### src/design/ppm_defines.svh
// Register offsets, field positions, reset values and counts of the port.
// Assumes inclusion by bare name from the port module, the checker and the bench.
`ifndef PPM_DEFINES_SVH
`define PPM_DEFINES_SVH
`define PPM_AW 4
`define PPM_A_MODE 4'h0
`define PPM_A_ADDR 4'h1
`define PPM_A_PEN 4'h2
`define PPM_A_STAT 4'h3
`define PPM_A_PAD 4'h4
`define PPM_A_CTRL 4'h5
`define PPM_A_OUT1 4'h6
`define PPM_A_OUT2 4'h7
`define PPM_A_IN1 4'h8
`define PPM_A_IN2 4'h9
`define PPM_A_DATA 4'hA
`define PPM_F_BUSY 15
`define PPM_F_IRQ 14:13
`define PPM_F_INC 12:11
`define PPM_F_WIDE 10
`define PPM_F_MODE 9:8
`define PPM_F_SETUP 7:6
`define PPM_F_STRB 5:2
`define PPM_F_HOLD 1:0
`define PPM_F_ON 15
`define PPM_F_INBUF_OVERFLOW 14
`define PPM_F_OUTBUF_UNDERFLOW 6
`define PPM_F_ADR 13:0
`define PPM_F_CS1 14
`define PPM_F_CS2 15
`define PPM_MODE_RST 15'h0000
`define PPM_WORD_RST 16'h0000
`define PPM_EMPTY_RST 4'hF
`define PPM_GAP_CYC 1
`endif

### src/design/ppm_pkg.sv
// Types shared by the parallel port: port modes, policies and states.
// Assumes ppm_defines.svh is on the include path.
package ppm_pkg;
  typedef enum logic [1:0] {
    PPM_LEGACY = 2'h0, PPM_ENH = 2'h1, PPM_MST2 = 2'h2, PPM_MST1 = 2'h3
  } ppm_mode_e;
  typedef enum logic [1:0] {
    PPM_IRQ_NONE = 2'h0, PPM_IRQ_CYC = 2'h1, PPM_IRQ_STALL = 2'h2, PPM_IRQ_BUF3 = 2'h3
  } ppm_irq_e;
  typedef enum logic [1:0] {
    PPM_INC_NONE = 2'h0, PPM_INC_UP = 2'h1, PPM_INC_DOWN = 2'h2, PPM_INC_PTR = 2'h3
  } ppm_inc_e;
  typedef enum logic [4:0] {
    PPM_IDLE = 5'h01, PPM_SETUP = 5'h02, PPM_STRB = 5'h04, PPM_HOLD = 5'h08,
    PPM_GAP = 5'h10
  } ppm_state_e;
endpackage : ppm_pkg

### src/design/ppm_port.sv
// Parallel port with master transfers and a four byte slave buffer.
// Assumes one 100 MHz clock, one cycle per instruction cycle, and host pins
// that are asynchronous and therefore synchronised here.
//
// Strobed register access and the placing of the registers are this design's own decisions.
`timescale 1ns/1ns
`default_nettype none
`include "ppm_defines.svh"

// Functional notes
// - Read-only busy flag during master transfers.
// - Policy 11 interrupts on buffer three.
// - Policy 10 stalls; policy 00 does nothing.
// - Policy 01 interrupts after every cycle.
// - Auto-change decrements, increments or keeps address.
// - Code 11 advances legacy slave buffer pointers.
// - Wide data gives two byte transfers.
// - Modes 11 and 10 select master strobes.
// - Modes 01 and 00 select slave ports.
// - Setup phase lasts field plus one cycles.
// - Strobe lasts field plus one cycles.
// - Hold phase lasts field plus one cycles.
// - Zero strobe wait skips setup and hold.
// - One idle cycle between consecutive transfers.
// - Address register holds address and selects.
// - Pin enable bits hand pins to port.
// - Per-buffer full flags and summary full.
// - Sticky overflow on write to full buffer.
// - Per-buffer empty flags reset high, summary.
// - Sticky underflow on read of empty buffer.
// - Host address lines pick the byte buffer in mode 01.
// - Fields reset zero, empty flags reset one.
// - Module off means no off-chip accesses.
module ppm_port (
  // Clock and reset
  input wire logic i_sys_clk,
  input wire logic i_reset,
  // Register port
  input wire logic [`PPM_AW-1:0] i_addr,
  input wire logic [15:0] i_wdata,
  input wire logic i_wr,
  input wire logic i_rd,
  output logic [15:0] o_rdata,
  // Data pins
  input wire logic [7:0] i_data_lines,
  output logic [7:0] o_data_lines,
  output logic o_data_lines_oe,
  // Master pins
  output logic [15:0] o_address_lines,
  output logic [15:0] o_address_lines_oe,
  output logic o_read_strobe,
  output logic o_write_strobe,
  output logic o_chip_select_one,
  output logic o_chip_select_two,
  output logic o_byte_enable,
  // Host pins in slave modes
  input wire logic i_host_read,
  input wire logic i_host_write,
  input wire logic i_host_select,
  input wire logic [1:0] i_host_addr,
  // Processor side
  output logic o_irq,
  output logic o_stall,
  output logic o_pad_ttl
);
  import ppm_pkg::*;

  logic [14:0] mode_q;
  logic [15:0] addr_q;
  logic [15:0] pen_q;
  logic [1:0] pad_q;
  logic on_q;
  logic [7:0] ob_q [4];
  logic [7:0] ib_q [4];
  logic [3:0] full_q;
  logic [3:0] empty_q;
  logic ovf_q;
  logic unf_q;
  logic [15:0] mdata_q;
  ppm_state_e state_q;
  logic [3:0] cnt_q;
  logic byte_q;
  logic dir_q;
  logic [1:0] wptr_q;
  logic [1:0] rptr_q;
  logic [15:0] rdata_q;
  logic [7:0] dout_q;
  logic irq_q;
  logic [12:0] sync1_q;
  logic [12:0] sync2_q;
  logic [12:0] sync3_q;

  // Register decode.
  wire wr_mode = i_wr && (i_addr == `PPM_A_MODE);
  wire wr_addr = i_wr && (i_addr == `PPM_A_ADDR);
  wire wr_pen = i_wr && (i_addr == `PPM_A_PEN);
  wire wr_stat = i_wr && (i_addr == `PPM_A_STAT);
  wire wr_pad = i_wr && (i_addr == `PPM_A_PAD);
  wire wr_ctrl = i_wr && (i_addr == `PPM_A_CTRL);
  wire wr_out1 = i_wr && (i_addr == `PPM_A_OUT1);
  wire wr_out2 = i_wr && (i_addr == `PPM_A_OUT2);
  wire wr_data = i_wr && (i_addr == `PPM_A_DATA);
  wire rd_in1 = i_rd && (i_addr == `PPM_A_IN1);
  wire rd_in2 = i_rd && (i_addr == `PPM_A_IN2);
  wire rd_data = i_rd && (i_addr == `PPM_A_DATA);

  // Mode fields.
  wire [1:0] f_irq = mode_q[`PPM_F_IRQ];
  wire [1:0] f_inc = mode_q[`PPM_F_INC];
  wire f_wide = mode_q[`PPM_F_WIDE];
  wire [1:0] f_mode = mode_q[`PPM_F_MODE];
  wire [1:0] f_setup = mode_q[`PPM_F_SETUP];
  wire [3:0] f_strb = mode_q[`PPM_F_STRB];
  wire [1:0] f_hold = mode_q[`PPM_F_HOLD];
  wire is_master = f_mode[1];
  wire is_legacy = (f_mode == PPM_LEGACY);
  wire is_enh = (f_mode == PPM_ENH);
  wire no_wait = (f_strb == 4'h0);

  wire busy = (state_q != PPM_IDLE);
  wire in_xfer = busy && (state_q != PPM_GAP);
  wire start = on_q && is_master && !busy && (wr_data || rd_data);
  wire first_ph = no_wait ? 1'b0 : 1'b1;
  wire ph_end = (cnt_q == 4'h0);
  wire last_byte = !f_wide || byte_q;
  wire done = (state_q == PPM_GAP) && last_byte;

  // Slave strobes: stage two gives the level, stage three its history.
  wire s_rd = sync2_q[0] && sync2_q[2];
  wire s_wr = sync2_q[1] && sync2_q[2];
  wire p_rd = sync3_q[0] && sync3_q[2];
  wire p_wr = sync3_q[1] && sync3_q[2];
  wire slave_on = on_q && !is_master;
  wire host_rd_ev = slave_on && p_rd && !s_rd;
  wire host_wr_ev = slave_on && p_wr && !s_wr;
  wire [7:0] host_byte = sync3_q[12:5];
  wire [1:0] host_a = sync2_q[4:3];
  // Legacy mode uses buffer zero unless the pointers are enabled.
  wire ptr_mode = is_legacy && (f_inc == PPM_INC_PTR);
  wire [1:0] widx = is_enh ? host_a : (ptr_mode ? wptr_q : 2'h0);
  wire [1:0] ridx = is_enh ? host_a : (ptr_mode ? rptr_q : 2'h0);
  wire wr_ovf = host_wr_ev && full_q[widx];
  wire rd_unf = host_rd_ev && empty_q[ridx];

  // Interrupt sources.
  wire cyc_end = done || host_rd_ev || host_wr_ev;
  wire buf3_rd = host_rd_ev && (ridx == 2'h3);
  wire buf3_wr = host_wr_ev && (widx == 2'h3);
  wire irq_cyc = (f_irq == PPM_IRQ_CYC) && cyc_end;
  wire irq_b3 = (f_irq == PPM_IRQ_BUF3) && !is_master && (buf3_rd || buf3_wr);

  // Address auto change of the low eleven bits.
  wire [10:0] a_lo = addr_q[10:0];
  wire [10:0] a_inc = a_lo + 11'h001;
  wire [10:0] a_dec = a_lo - 11'h001;
  wire [10:0] a_next = (f_inc == PPM_INC_UP) ? a_inc :
                       (f_inc == PPM_INC_DOWN) ? a_dec : a_lo;

  wire [15:0] stat_word = {&full_q, ovf_q, 2'h0, full_q,
                           &empty_q, unf_q, 2'h0, empty_q};
  wire [15:0] ctrl_word = {on_q, 15'h0000};
  wire [15:0] mode_word = {busy, mode_q};
  wire [15:0] rd_mux =
    (i_addr == `PPM_A_MODE) ? mode_word :
    (i_addr == `PPM_A_ADDR) ? addr_q :
    (i_addr == `PPM_A_PEN) ? pen_q :
    (i_addr == `PPM_A_STAT) ? stat_word :
    (i_addr == `PPM_A_PAD) ? {14'h0000, pad_q} :
    (i_addr == `PPM_A_CTRL) ? ctrl_word :
    (i_addr == `PPM_A_OUT1) ? {ob_q[1], ob_q[0]} :
    (i_addr == `PPM_A_OUT2) ? {ob_q[3], ob_q[2]} :
    (i_addr == `PPM_A_IN1) ? {ib_q[1], ib_q[0]} :
    (i_addr == `PPM_A_IN2) ? {ib_q[3], ib_q[2]} :
    (i_addr == `PPM_A_DATA) ? mdata_q : 16'h0000;

  // Host pins, data lines included, pass two flops before any use.
  always_ff @(posedge i_sys_clk) begin
    sync1_q <= {i_data_lines, i_host_addr, i_host_select, i_host_write, i_host_read};
    sync2_q <= sync1_q;
    sync3_q <= sync2_q;
  end

  always_ff @(posedge i_sys_clk) begin
    if (i_reset) begin
      mode_q <= `PPM_MODE_RST;
      pen_q <= `PPM_WORD_RST;
      pad_q <= 2'h0;
      on_q <= 1'b0;
    end else begin
      if (wr_mode) begin
        mode_q <= i_wdata[14:0];
      end
      if (wr_pen) begin
        pen_q <= i_wdata;
      end
      if (wr_pad) begin
        pad_q <= i_wdata[1:0];
      end
      if (wr_ctrl) begin
        on_q <= i_wdata[`PPM_F_ON];
      end
    end
  end

  // A completed cycle moves the address even over a software write.
  always_ff @(posedge i_sys_clk) begin
    if (i_reset) begin
      addr_q <= `PPM_WORD_RST;
    end else if (done) begin
      addr_q <= {addr_q[15:11], a_next};
    end else if (wr_addr) begin
      addr_q <= i_wdata;
    end
  end

  // Master transfer sequencer.
  always_ff @(posedge i_sys_clk) begin
    if (i_reset) begin
      state_q <= PPM_IDLE;
      cnt_q <= 4'h0;
      byte_q <= 1'b0;
      dir_q <= 1'b0;
    end else begin
      case (state_q)
        PPM_IDLE: begin
          if (start) begin
            dir_q <= rd_data;
            byte_q <= 1'b0;
            state_q <= first_ph ? PPM_SETUP : PPM_STRB;
            cnt_q <= first_ph ? {2'h0, f_setup} : 4'h0;
          end
        end
        PPM_SETUP: begin
          if (ph_end) begin
            state_q <= PPM_STRB;
            cnt_q <= f_strb;
          end else begin
            cnt_q <= cnt_q - 4'h1;
          end
        end
        PPM_STRB: begin
          if (ph_end) begin
            state_q <= no_wait ? PPM_GAP : PPM_HOLD;
            cnt_q <= {2'h0, f_hold};
          end else begin
            cnt_q <= cnt_q - 4'h1;
          end
        end
        PPM_HOLD: begin
          if (ph_end) begin
            state_q <= PPM_GAP;
          end else begin
            cnt_q <= cnt_q - 4'h1;
          end
        end
        PPM_GAP: begin
          if (last_byte) begin
            state_q <= PPM_IDLE;
          end else begin
            byte_q <= 1'b1;
            state_q <= first_ph ? PPM_SETUP : PPM_STRB;
            cnt_q <= first_ph ? {2'h0, f_setup} : 4'h0;
          end
        end
        default: begin
          state_q <= PPM_IDLE;
        end
      endcase
    end
  end

  // Master data word: written by software, filled byte by byte on reads.
  wire cap = (state_q == PPM_STRB) && ph_end && dir_q;
  always_ff @(posedge i_sys_clk) begin
    if (i_reset) begin
      mdata_q <= `PPM_WORD_RST;
    end else if (cap && byte_q) begin
      mdata_q[15:8] <= sync2_q[12:5];
    end else if (cap) begin
      mdata_q[7:0] <= sync2_q[12:5];
    end else if (wr_data && !busy) begin
      mdata_q <= i_wdata;
    end
  end

  // Slave buffers and their flags; hardware setting wins over clearing.
  always_ff @(posedge i_sys_clk) begin
    if (i_reset) begin
      full_q <= 4'h0;
      empty_q <= `PPM_EMPTY_RST;
      ovf_q <= 1'b0;
      unf_q <= 1'b0;
      wptr_q <= 2'h0;
      rptr_q <= 2'h0;
      for (int i = 0; i < 4; i++) begin
        ob_q[i] <= 8'h00;
        ib_q[i] <= 8'h00;
      end
    end else begin
      if (rd_in1) begin
        full_q[1:0] <= 2'h0;
      end
      if (rd_in2) begin
        full_q[3:2] <= 2'h0;
      end
      if (wr_out1) begin
        ob_q[0] <= i_wdata[7:0];
        ob_q[1] <= i_wdata[15:8];
        empty_q[1:0] <= 2'h0;
      end
      if (wr_out2) begin
        ob_q[2] <= i_wdata[7:0];
        ob_q[3] <= i_wdata[15:8];
        empty_q[3:2] <= 2'h0;
      end
      if (wr_stat) begin
        ovf_q <= i_wdata[`PPM_F_INBUF_OVERFLOW];
        unf_q <= i_wdata[`PPM_F_OUTBUF_UNDERFLOW];
      end
      if (host_wr_ev && !full_q[widx]) begin
        ib_q[widx] <= host_byte;
        full_q[widx] <= 1'b1;
      end
      if (wr_ovf) begin
        ovf_q <= 1'b1;
      end
      if (host_rd_ev) begin
        empty_q[ridx] <= 1'b1;
      end
      if (rd_unf) begin
        unf_q <= 1'b1;
      end
      if (host_wr_ev && ptr_mode) begin
        wptr_q <= wptr_q + 2'h1;
      end
      if (host_rd_ev && ptr_mode) begin
        rptr_q <= rptr_q + 2'h1;
      end
    end
  end

  // Read data stand one cycle after the strobe. Pin data load the byte of the
  // coming phase, so a strobe with no setup phase already drives the new word.
  wire [7:0] mbyte = byte_q ? mdata_q[15:8] : mdata_q[7:0];
  wire [7:0] mnext = (start && wr_data) ? i_wdata[7:0] :
                     (state_q == PPM_GAP) ? mdata_q[15:8] : mbyte;
  always_ff @(posedge i_sys_clk) begin
    if (i_reset) begin
      rdata_q <= 16'h0000;
      dout_q <= 8'h00;
      irq_q <= 1'b0;
    end else begin
      rdata_q <= i_rd ? rd_mux : 16'h0000;
      dout_q <= is_master ? mnext : ob_q[ridx];
      irq_q <= irq_cyc || irq_b3;
    end
  end

  // Master strobes follow the selected mode.
  wire m_act = on_q && is_master;
  wire st = m_act && (state_q == PPM_STRB);
  wire mode1 = (f_mode == PPM_MST1);
  assign o_read_strobe = mode1 ? (m_act && in_xfer && dir_q) : (st && dir_q);
  assign o_write_strobe = mode1 ? st : (st && !dir_q);
  assign o_chip_select_one = m_act && in_xfer && addr_q[`PPM_F_CS1];
  assign o_chip_select_two = m_act && in_xfer && addr_q[`PPM_F_CS2];
  assign o_byte_enable = m_act && in_xfer && f_wide && byte_q;
  assign o_address_lines = addr_q;
  assign o_address_lines_oe = m_act ? pen_q : 16'h0000;
  // Stall holds the processor for the whole transfer, busy then says nothing new.
  assign o_stall = busy && (f_irq == PPM_IRQ_STALL);
  assign o_irq = irq_q;
  assign o_pad_ttl = pad_q[0];
  assign o_data_lines = dout_q;
  assign o_data_lines_oe = (m_act && in_xfer && !dir_q) || (slave_on && s_rd);
  assign o_rdata = rdata_q;
endmodule : ppm_port
`default_nettype wire

### config.mk
export PLATFORM = sky130hd
export DESIGN_NAME = ppm_port
export DESIGN_NICKNAME = d
export VERILOG_FILES = /design/src/design/ppm_pkg.sv /design/src/design/ppm_port.sv
export VERILOG_INCLUDE_DIRS = /design/src /design/src/design
export SDC_FILE = /design/constraint.sdc
export NUM_CORES = 1
export LEC_CHECK = 0
export BUFFER_PORTS_ARGS = -buffer_cell sky130_fd_sc_hd__buf_2
export CORE_ASPECT_RATIO = 1.75
export CORE_UTILIZATION = 54
export DETAILED_ROUTE_END_ITERATION = 8
export PLACE_DENSITY = 0.77
export SLEW_MARGIN = 20
export SYNTH_ARGS = -nofsm -noshare
export SYNTH_HDL_FRONTEND = slang
export SYNTH_SLANG_ARGS = --single-unit
### constraint.sdc
create_clock -name i_sys_clk -period 2.25 [get_ports i_sys_clk]
set_clock_uncertainty 0.05 [all_clocks]
set_input_delay 0.45 -clock i_sys_clk [delete_from_list [all_inputs] [get_ports i_sys_clk]]
set_output_delay 0.45 -clock i_sys_clk [all_outputs]
set_load 0.05 [all_outputs]
Yosys cells after proc, flatten, opt, wreduce, memory -nomap -nowiden
Memory sizes are Yosys's and may differ from the RTL's.
Cells that the tools add are included.
{"block": "word_totals", "inputBits": 37, "word_cells": 260, "out_inout_bits": 65, "regBits": 155, "ramBits": 64, "mem_count": 2}
{"block": "op_classes", "n_eq_ne": 35, "n_mux": 88, "n_lt_le_gt_ge": 4, "bitwise_logic": 9, "addsub": 5, "n_reduce_logical": 93}
{"memory": "ib_q", "depth": 4, "word_bits": 8, "rd": 4, "rd_ports_with_merged_regs": 0, "wr": 4, "line": "ppm_port.sv:74", "rtl": "logic [7:0] ib_q [4];"}
{"memory": "ob_q", "depth": 4, "word_bits": 8, "rd": 5, "rd_ports_with_merged_regs": 0, "wr": 4, "line": "ppm_port.sv:73", "rtl": "logic [7:0] ob_q [4];"}
{"operator": "two-way mux 16 bit", "count": 13}
{"operator": "two-way mux 8 bit", "count": 12}
{"operator": "logical AND 1 bit", "count": 56}
{"operator": "two-way mux 11 bit", "count": 4}
{"operator": "two-way mux 2 bit", "count": 14}
{"operator": "two-way mux 4 bit", "count": 7}
{"operator": "two-way mux 5 bit", "count": 5}
{"operator": "case mux 5 bit (5 select lines)", "count": 1}
{"operator": "two-way mux 1 bit", "count": 24}
{"operator": "case mux 4 bit (5 select lines)", "count": 1}
{"operator": "equality test 4 x 3 -> 1 bit (second input constant)", "count": 4}
{"operator": "AND reduction 4 bit", "count": 4}
{"operator": "equality test 2 bit (second input constant)", "count": 7}
{"operator": "equality test 4 bit (second input constant)", "count": 3}
{"operator": "zero test 4 bit", "count": 3}
{"operator": "!= test 2 bit (second input constant)", "count": 6}
{"operator": "nonzero test 2 bit", "count": 6}
{"operator": "adder 11 x 1 -> 11 bit (second input constant)", "count": 1}
{"operator": "subtractor 11 x 1 -> 11 bit (second input constant)", "count": 1}
{"operator": "AND reduction 2 bit", "count": 5}
{"operator": "equality test 4 x 2 -> 1 bit (second input constant)", "count": 2}
{"operator": "bitwise OR 4 bit", "count": 2}
{"operator": "OR reduction 8 bit", "count": 1}
{"operator": "zero test 1 bit", "count": 7}
{"operator": "26 further kinds", "count": 45}

Longest topological paths before layout
Gate-level depths: netlist (run 1).
{"block": "logic_depth", "ltp_word": 13, "ltp_mapped": 9, "depth_no_buf": 8}

Worst setup path before layout (run 1)
Ideal clock, no wire load.
{"block": "synth_timing", "path_kind": "register to output", "from": "register state_q[4]", "to": "output port o_write_strobe", "t_arrival_ps": 1937, "n_path_buf": 0, "t_required_ps": 1750, "path_stages_with_launch": 4, "path_slack_ps": -187, "cell_sequence": "dfxtp_1 nor4_1 nand2_1 nor3_1"}
{"block": "synth_via", "elab_chain_len": 4}
{"item": "start: declaration", "line": "ppm_port.sv:80", "rtl": "ppm_state_e state_q;"}
{"item": "start signal: assignment", "line": "ppm_port.sv:229", "rtl": "state_q <= first_ph ? PPM_SETUP : PPM_STRB;"}
{"item": "start signal: assignment", "line": "ppm_port.sv:243", "rtl": "state_q <= no_wait ? PPM_GAP : PPM_HOLD;"}
{"item": "start signal: assignment", "line": "ppm_port.sv:261", "rtl": "state_q <= first_ph ? PPM_SETUP : PPM_STRB;"}
{"item": "equality test 5 x 3 -> 1 bit (*)", "line": "ppm_port.sv:361", "rtl": "wire st = m_act && (state_q == PPM_STRB);"}
{"item": "logical AND 1 bit (*)", "line": "ppm_port.sv:361"}
{"item": "logical AND 1 bit", "line": "ppm_port.sv:364", "rtl": "assign o_write_strobe = mode1 ? st : (st && !dir_q);"}
{"item": "two-way mux 1 bit (*)", "line": "ppm_port.sv:364"}
{"item": "end: declaration", "line": "ppm_port.sv:52", "rtl": "output logic o_write_strobe,"}
Mark *: on every way between the ends. The rest lies on a longest branch, timed or not.

Final worst setup path (run 1)
{"block": "layout_timing", "from": "register state_q[0]", "to": "output port o_read_strobe"}
{"block": "layout_via", "elab_chain_len": 5, "word_cells_on_any_way": 9, "classes_between": "eq/ne (3); mux (1); reduce/logical (5)"}
{"item": "!= test 5 x 1 -> 1 bit or != test 5 bit (tied branches)", "line": "ppm_port.sv:120, ppm_port.sv:121"}
{"item": "logical AND 1 bit", "line": "ppm_port.sv:121", "rtl": "wire in_xfer = busy && (state_q != PPM_GAP);"}
{"item": "logical AND 1 bit (2 in series)", "line": "ppm_port.sv:363", "rtl": "assign o_read_strobe = mode1 ? (m_act && in_xfer && dir_q) : (st && dir_q);"}
{"item": "two-way mux 1 bit (*)", "line": "ppm_port.sv:363"}
{"item": "end: declaration", "line": "ppm_port.sv:51", "rtl": "output logic o_read_strobe,"}
Marked as above.

==> results.toml, run 1 <==
[synthesis]
synthXorXnorAreaFrac = 0.0120
synthMuxAreaShare = 0.0804
yosys_warnings = 0
syn_nets = 1119
synth_top_family_by_area = "simple AND/OR/NAND/NOR gates"
synth_compound_area_frac = 0.178
synth_edf_count = 64
ys_types = 73
synth-seq-area-share = 0.489
synthSimpleGateAreaFrac = 0.195
synthAdderAreaFrac = 0.0155
synth_seq_cells = 217
synthArstFlopShare = 0
synth_ff_type = "dfxtp_1"
syn_inst = 1070
syn_area_per_cell_um2 = 9.53
syn_area_um2 = 10200

[global_routing]
grt_pass1_vias = 9294
antenna_found_initial = 0
grt_usage = 0.342
grt_max_degree = 41
grt_overflow = 0
grt_pass1_wl_um = 50400

[clock_network]
clkTransAtPathRegs_ns = 0.07
clock-sinks = 217
clockBufferDepth = 3
cts_root_buf = "clkbuf_16"
clkLatencyLatePin_ns = 0.51
cts_made_buffers = 20
htreeDepth = 1
cts_tree = "built"

[drt]
viasPerCell = 6.16
post-route-drc-count = 0
drtIter0Drc = 820
postRouteAntennaNets = 0
routed_wl_um = 33600
firstDrtPassIters = 7
via_count = 9263
wl_per_cell_um = 22.3

[layout]
fin_util = 0.682
fill_cells = 1464
area_growth_pct = 23.7
drive_above_1_share = 0.239
nets = 1301
final-seq-area_um2 = 5010
multiInputGateArea_um2 = 5010
num_antenna_cells = 0

[floorplan]
ioPinCount = 102
die_area_um2 = 19500
fp.dieH_um = 184
fp-row-count = 66
start_util = 0.551
coreArea_um2 = 18500
die_width_um = 106

[timing]
min_period_ns = 2.30
max_freq_mhz = 435
fin_ws_ns = -0.0510
setup_violations = 1
hold_viol_final = 0
worstMarginPinSlew_ns = 0.831
maxSlewHeadroom = 0.444
finalMaxSlewViolations = 0
grt_setup_unrepaired = "true"
hold_ws_ns = 0.0151
finalSetupTns_ns = -0.0510
layout_worst_path_cycle_share = 1.02

[power_and_ir_drop]
pwr_density_cell_nw_per_um2 = 675
power_w = 0.00852
peakVddDrop_uv = 774
p_leak_nw = 5.26

[critical_path]
crit_required_ns = 1.75
worstPathArrival_ns = 1.80
endpoint_kind = "primary output"
startpoint_type = "flop"
cp-startpoint = "state_q[0]"
r2r_end = "o_data_lines[0]"
rrSetupSlack_ns = 0.09
cp-endpoint = "o_read_strobe"
critical_path_class = "flop to primary output"
path_max_fanout = 5
rr_worst_depth = 7
r2r-start = "mode_q[11]"

[placed_design]
port_buffers = 101
place.gp.congestion = 0.993
dp_hpwl_um = 24700
dp_slack_ns = -0.182

[run_status]
violations = "negative setup slack"
status = "finished, violations left"

[min_path]
min_path_type = "primary input to flop"

[job]
drv_cap = 0
## cell families after synthesis
kind of cell / count (synthesis)
AO/OA/AOI/OAI: 285
buffers and inverters: 73
XOR/XNOR: 14
multiplexers: 69
adder cells (fa/ha/maj): 12
AND/OR/NAND/NOR: 400
flip-flops: 217
## per-stage QoR
stage | cell area (um^2) | instances
finish | 12600 | 1504
global route | 12600 | 1504
CTS | 12500 | 1497
detailed placement | 11500 | 1444
global placement | 11500 | 1444
floorplan | 10200 | 1070
## placed cells by master (no fill, tap or decap), types with 13 or more instances in the layout
cell type	synthesis	routed
edfxtp_1	64	64
dfxtp_1	153	145
and2_1	65	64
nand3_1	17	17
clkbuf_16	0	22
nand2_1	135	134
mux2i_1	56	56
buf_2	12	96
o21ai_0	62	56
a211oi_1	21	20
nor3_1	14	13
and3_1	28	27
nor2_1	84	84
buf_4	2	99
a21oi_1	107	107
## timing repair
| action | in CTS | in global routing |
|---|---|---|
| hold buffers | 12 | 0 |
| gates resized for setup | 26 | 28 |
| endpoints found under the setup margin | 8 | 72 |
| setup buffers | 5 | 7 |
| pin swaps | 6 | 9 |
| hold endpoints to repair | 12 | 0 |
## worst min path at each step
stage,startpoint,depth (start not counted),to,slack [ns]
floorplan,sync1_q[0],0,sync2_q[0],0.26
global placement,sync1_q[11],0,sync2_q[11],0.26
detailed placement,sync1_q[7],0,sync2_q[7],0.26
CTS,i_host_addr[1],1,sync1_q[4],0.003
global route,i_host_addr[1],1,sync1_q[4],0.007
finish,i_host_addr[1],1,sync1_q[4],0.02
## flip-flops by register name, indices dropped and copies added, names as in the netlist, 5 cells and up
name             flops
ob_q                32
sync1_q             13
o_data_lines         8
sync3_q             11
ib_q                32
sync2_q             13
pen_q               16
mdata_q             16
mode_q              15
o_rdata             16
state_q              5
o_address_lines     16
## final cells by class
type / instances / share of cell area
clock inverters: 6 / 0.00446
well taps: 238 / 0.0236
multi-input cells: 780 / 0.397
inverters: 12 / 0.00357
flip-flops and latches: 217 / 0.397
clock buffers: 30 / 0.0508
repair buffers: 221 / 0.123
## layer usage
layer,up-vias,GRT usage,part of all wire
li1,4248,-,-
met3,132,0.0383,0.062
met4,0,0.272,0.076
met5,-,0,0
met1,4394,0.368,0.35
met2,489,0.605,0.51
## synth_stat cells, types with 12 or more instances
| master | instances | share of area |
|---|---|---|
| dfxtp_1 | 153 | 0.30 |
| edfxtp_1 | 64 | 0.19 |
| nand2_1 | 135 | 0.050 |
| nor3_1 | 14 | 0.0069 |
| and3_1 | 28 | 0.017 |
| o21ai_0 | 62 | 0.030 |
| a21oi_1 | 107 | 0.053 |
| a211oi_1 | 21 | 0.015 |
| and2_1 | 65 | 0.040 |
| clkbuf_1 | 42 | 0.015 |
| nand3_1 | 17 | 0.0083 |
| buf_2 | 12 | 0.0059 |
| nor2_1 | 84 | 0.031 |
| a221oi_1 | 12 | 0.010 |
| mux2i_1 | 56 | 0.055 |
## power breakdown
| group | internal [W] | switching, W | leakage [nW] |
|---|---|---|---|
| clock network | 0.00209 | 0.00147 | 0.346 |
| logic | 0.000264 | 0.000476 | 3.02 |
| registers | 0.00414 | 0.0000809 | 1.89 |
## worst max-delay path, cell delays in order (launching register included)
cell and delay [ns]:
dfxtp_4 0.37, nor4_4 0.32, nand2_2 0.13, o21ai_2 0.14, and3_4 0.20, buf_8 0.14
(Power assumes the default switching activity.)
==> run 2, diff against run 1 <==
- CORE_UTILIZATION: 54 -> 59
- PLACE_DENSITY: 0.77 -> 0.8
- clock period: 2.25 -> 2.5 ns (I/O delays scaled with it)
==> results.toml, run 2 (synthesis gave the netlist of run 1 again) <==
[clock_network]
cts_made_buffers = 21
cts_root_buf = "clkbuf_16"
cts_hold_buf = 0
cts_tree = "built"
clkLatencyLatePin_ns = 0.50
clkTransAtPathRegs_ns = 0.06
clock-sinks = 217
htreeDepth = 1
clockBufferDepth = 3

[drt]
wl_per_cell_um = 22.6
firstDrtPassIters = 8
via_count = 9319
wl_met2_um = 16100
drt-met1-wl_um = 10600
routed_wl_um = 32600
post-route-drc-count = 0
postRouteAntennaNets = 0
maxUsedRoutingLayer = "met4"
drtIter0Drc = 1054
met3_length_um = 2850
viasPerCell = 6.44

[critical_path]
r2r_end = "ib_q[1][2]"
endpoint_kind = "primary output"
rr_worst_depth = 6
cp-endpoint = "o_stall"
startpoint_type = "flop"
worstPathArrival_ns = 1.90
crit_required_ns = 1.95
cp-startpoint = "state_q[0]"
path_max_fanout = 5
critical_path_class = "flop to primary output"
r2r-start = "mode_q[8]"
rrSetupSlack_ns = 0.10

[layout]
area_growth_pct = 17.7
drive_above_1_share = 0.210
fin_area_um2 = 12000
final_common_cell = "dfxtp_1"
num_antenna_cells = 0
nets = 1254
final_cell_mix = "dfxtp_1, nand2_1, a21oi_1"
reg_top3 = "ib_q: 32 flops, ob_q: 32 flops"
fill_cells = 1295

[floorplan]
ioPinCount = 102
fp.dieH_um = 176
coreArea_um2 = 16900
fp-row-count = 63
die_width_um = 101
start_util = 0.602
die_area_um2 = 17800

[placed_design]
dp_hpwl_um = 24000
dp_slack_ns = 0.118
dpl-instance-area_um2 = 11300
port_buffers = 101
place.gp.congestion = 1.00

[global_routing]
grt_pass1_vias = 9034
grt_pass1_wl_um = 49600
antenna_found_initial = 0
grt_usage = 0.377
grt_overflow = 0
grt_max_degree = 38

[job]
drv_cap = 0

[timing]
fin_ws_ns = 0.0483
maxSlewHeadroom = 0.352
max_freq_mhz = 408
finalMaxSlewViolations = 0
hold_viol_final = 0
layout_worst_path_cycle_share = 0.981
setup_violations = 0
worstMarginPinSlew_ns = 0.969
min_period_ns = 2.45
grt_setup_unrepaired = "true"

[power_and_ir_drop]
peakVddDrop_uv = 649
p_leak_nw = 4.97
pwr_density_cell_nw_per_um2 = 624
power_w = 0.00749

[min_path]
min_path_type = "primary input to flop"

[run_status]
status = "completed"
## run 2: metrics by stage
| step | hold slack, ns | utilization | TNS (ns) | std cells |
|---|---|---|---|---|
| 5_1_grt | 0.0353 | 0.708 | 0 | 1446 |
| 2_1_floorplan | 0.260 | - | 0 | 1070 |
| 4_1_cts | 0.0439 | 0.706 | -0.00764 | 1445 |
| 3_5_place_dp | 0.262 | 0.665 | 0 | 1406 |
| 6_report | 0.0442 | 0.708 | 0 | 1446 |
| 3_3_place_gp | 0.260 | 0.665 | 0 | 1406 |
## run 2: worst min path at each step
stage,start,end,slack (ns),depth (start not counted)
3_5_place_dp,sync1_q[11],sync2_q[11],0.26,0
2_1_floorplan,sync1_q[0],sync2_q[0],0.26,0
6_report,i_data_lines[7],sync1_q[12],0.04,1
4_1_cts,i_data_lines[1],sync1_q[6],0.04,1
3_3_place_gp,sync1_q[11],sync2_q[11],0.26,0
5_1_grt,i_data_lines[1],sync1_q[6],0.04,1
## run 2: layout make-up
cell class	instances	area [um^2]	area share
repair buffers	173	1080	0.0898
well taps	227	284	0.0237
inverters	12	45.0	0.00375
clock inverters	9	78.8	0.00657
multi-input cells	780	4960	0.413
clock buffers	28	572	0.0476
flip-flops and latches	217	4990	0.416
## run 2: timing repair
item / CTS / global route
endpoints found under the setup margin: 7 / 37
setup buffers: 2 / 1
resized for setup: 7 / 14
pin swaps: 1 / 1
endpoints found under the hold margin: 0 / 0
## run 2: critical path, stage by stage, from the launching register on
cell     delay (ns)
dfxtp_2        0.37
nor2b_4        0.14
buf_4          0.16
and2_1         0.18
nor3b_1        0.28
buf_4          0.26
## run 2: where the power goes
group	switching, W	internal (W)	leakage [nW]
clock network	0.00134	0.00172	0.322
logic	0.000424	0.000203	2.76
registers	0.0000726	0.00373	1.89
## run 2: per-layer routing
layer | up-vias | track usage
met1 | 4323 | 0.412
met5 | - | 0
met2 | 623 | 0.637
met3 | 204 | 0.0669
li1 | 4169 | -
met4 | 0 | 0.287
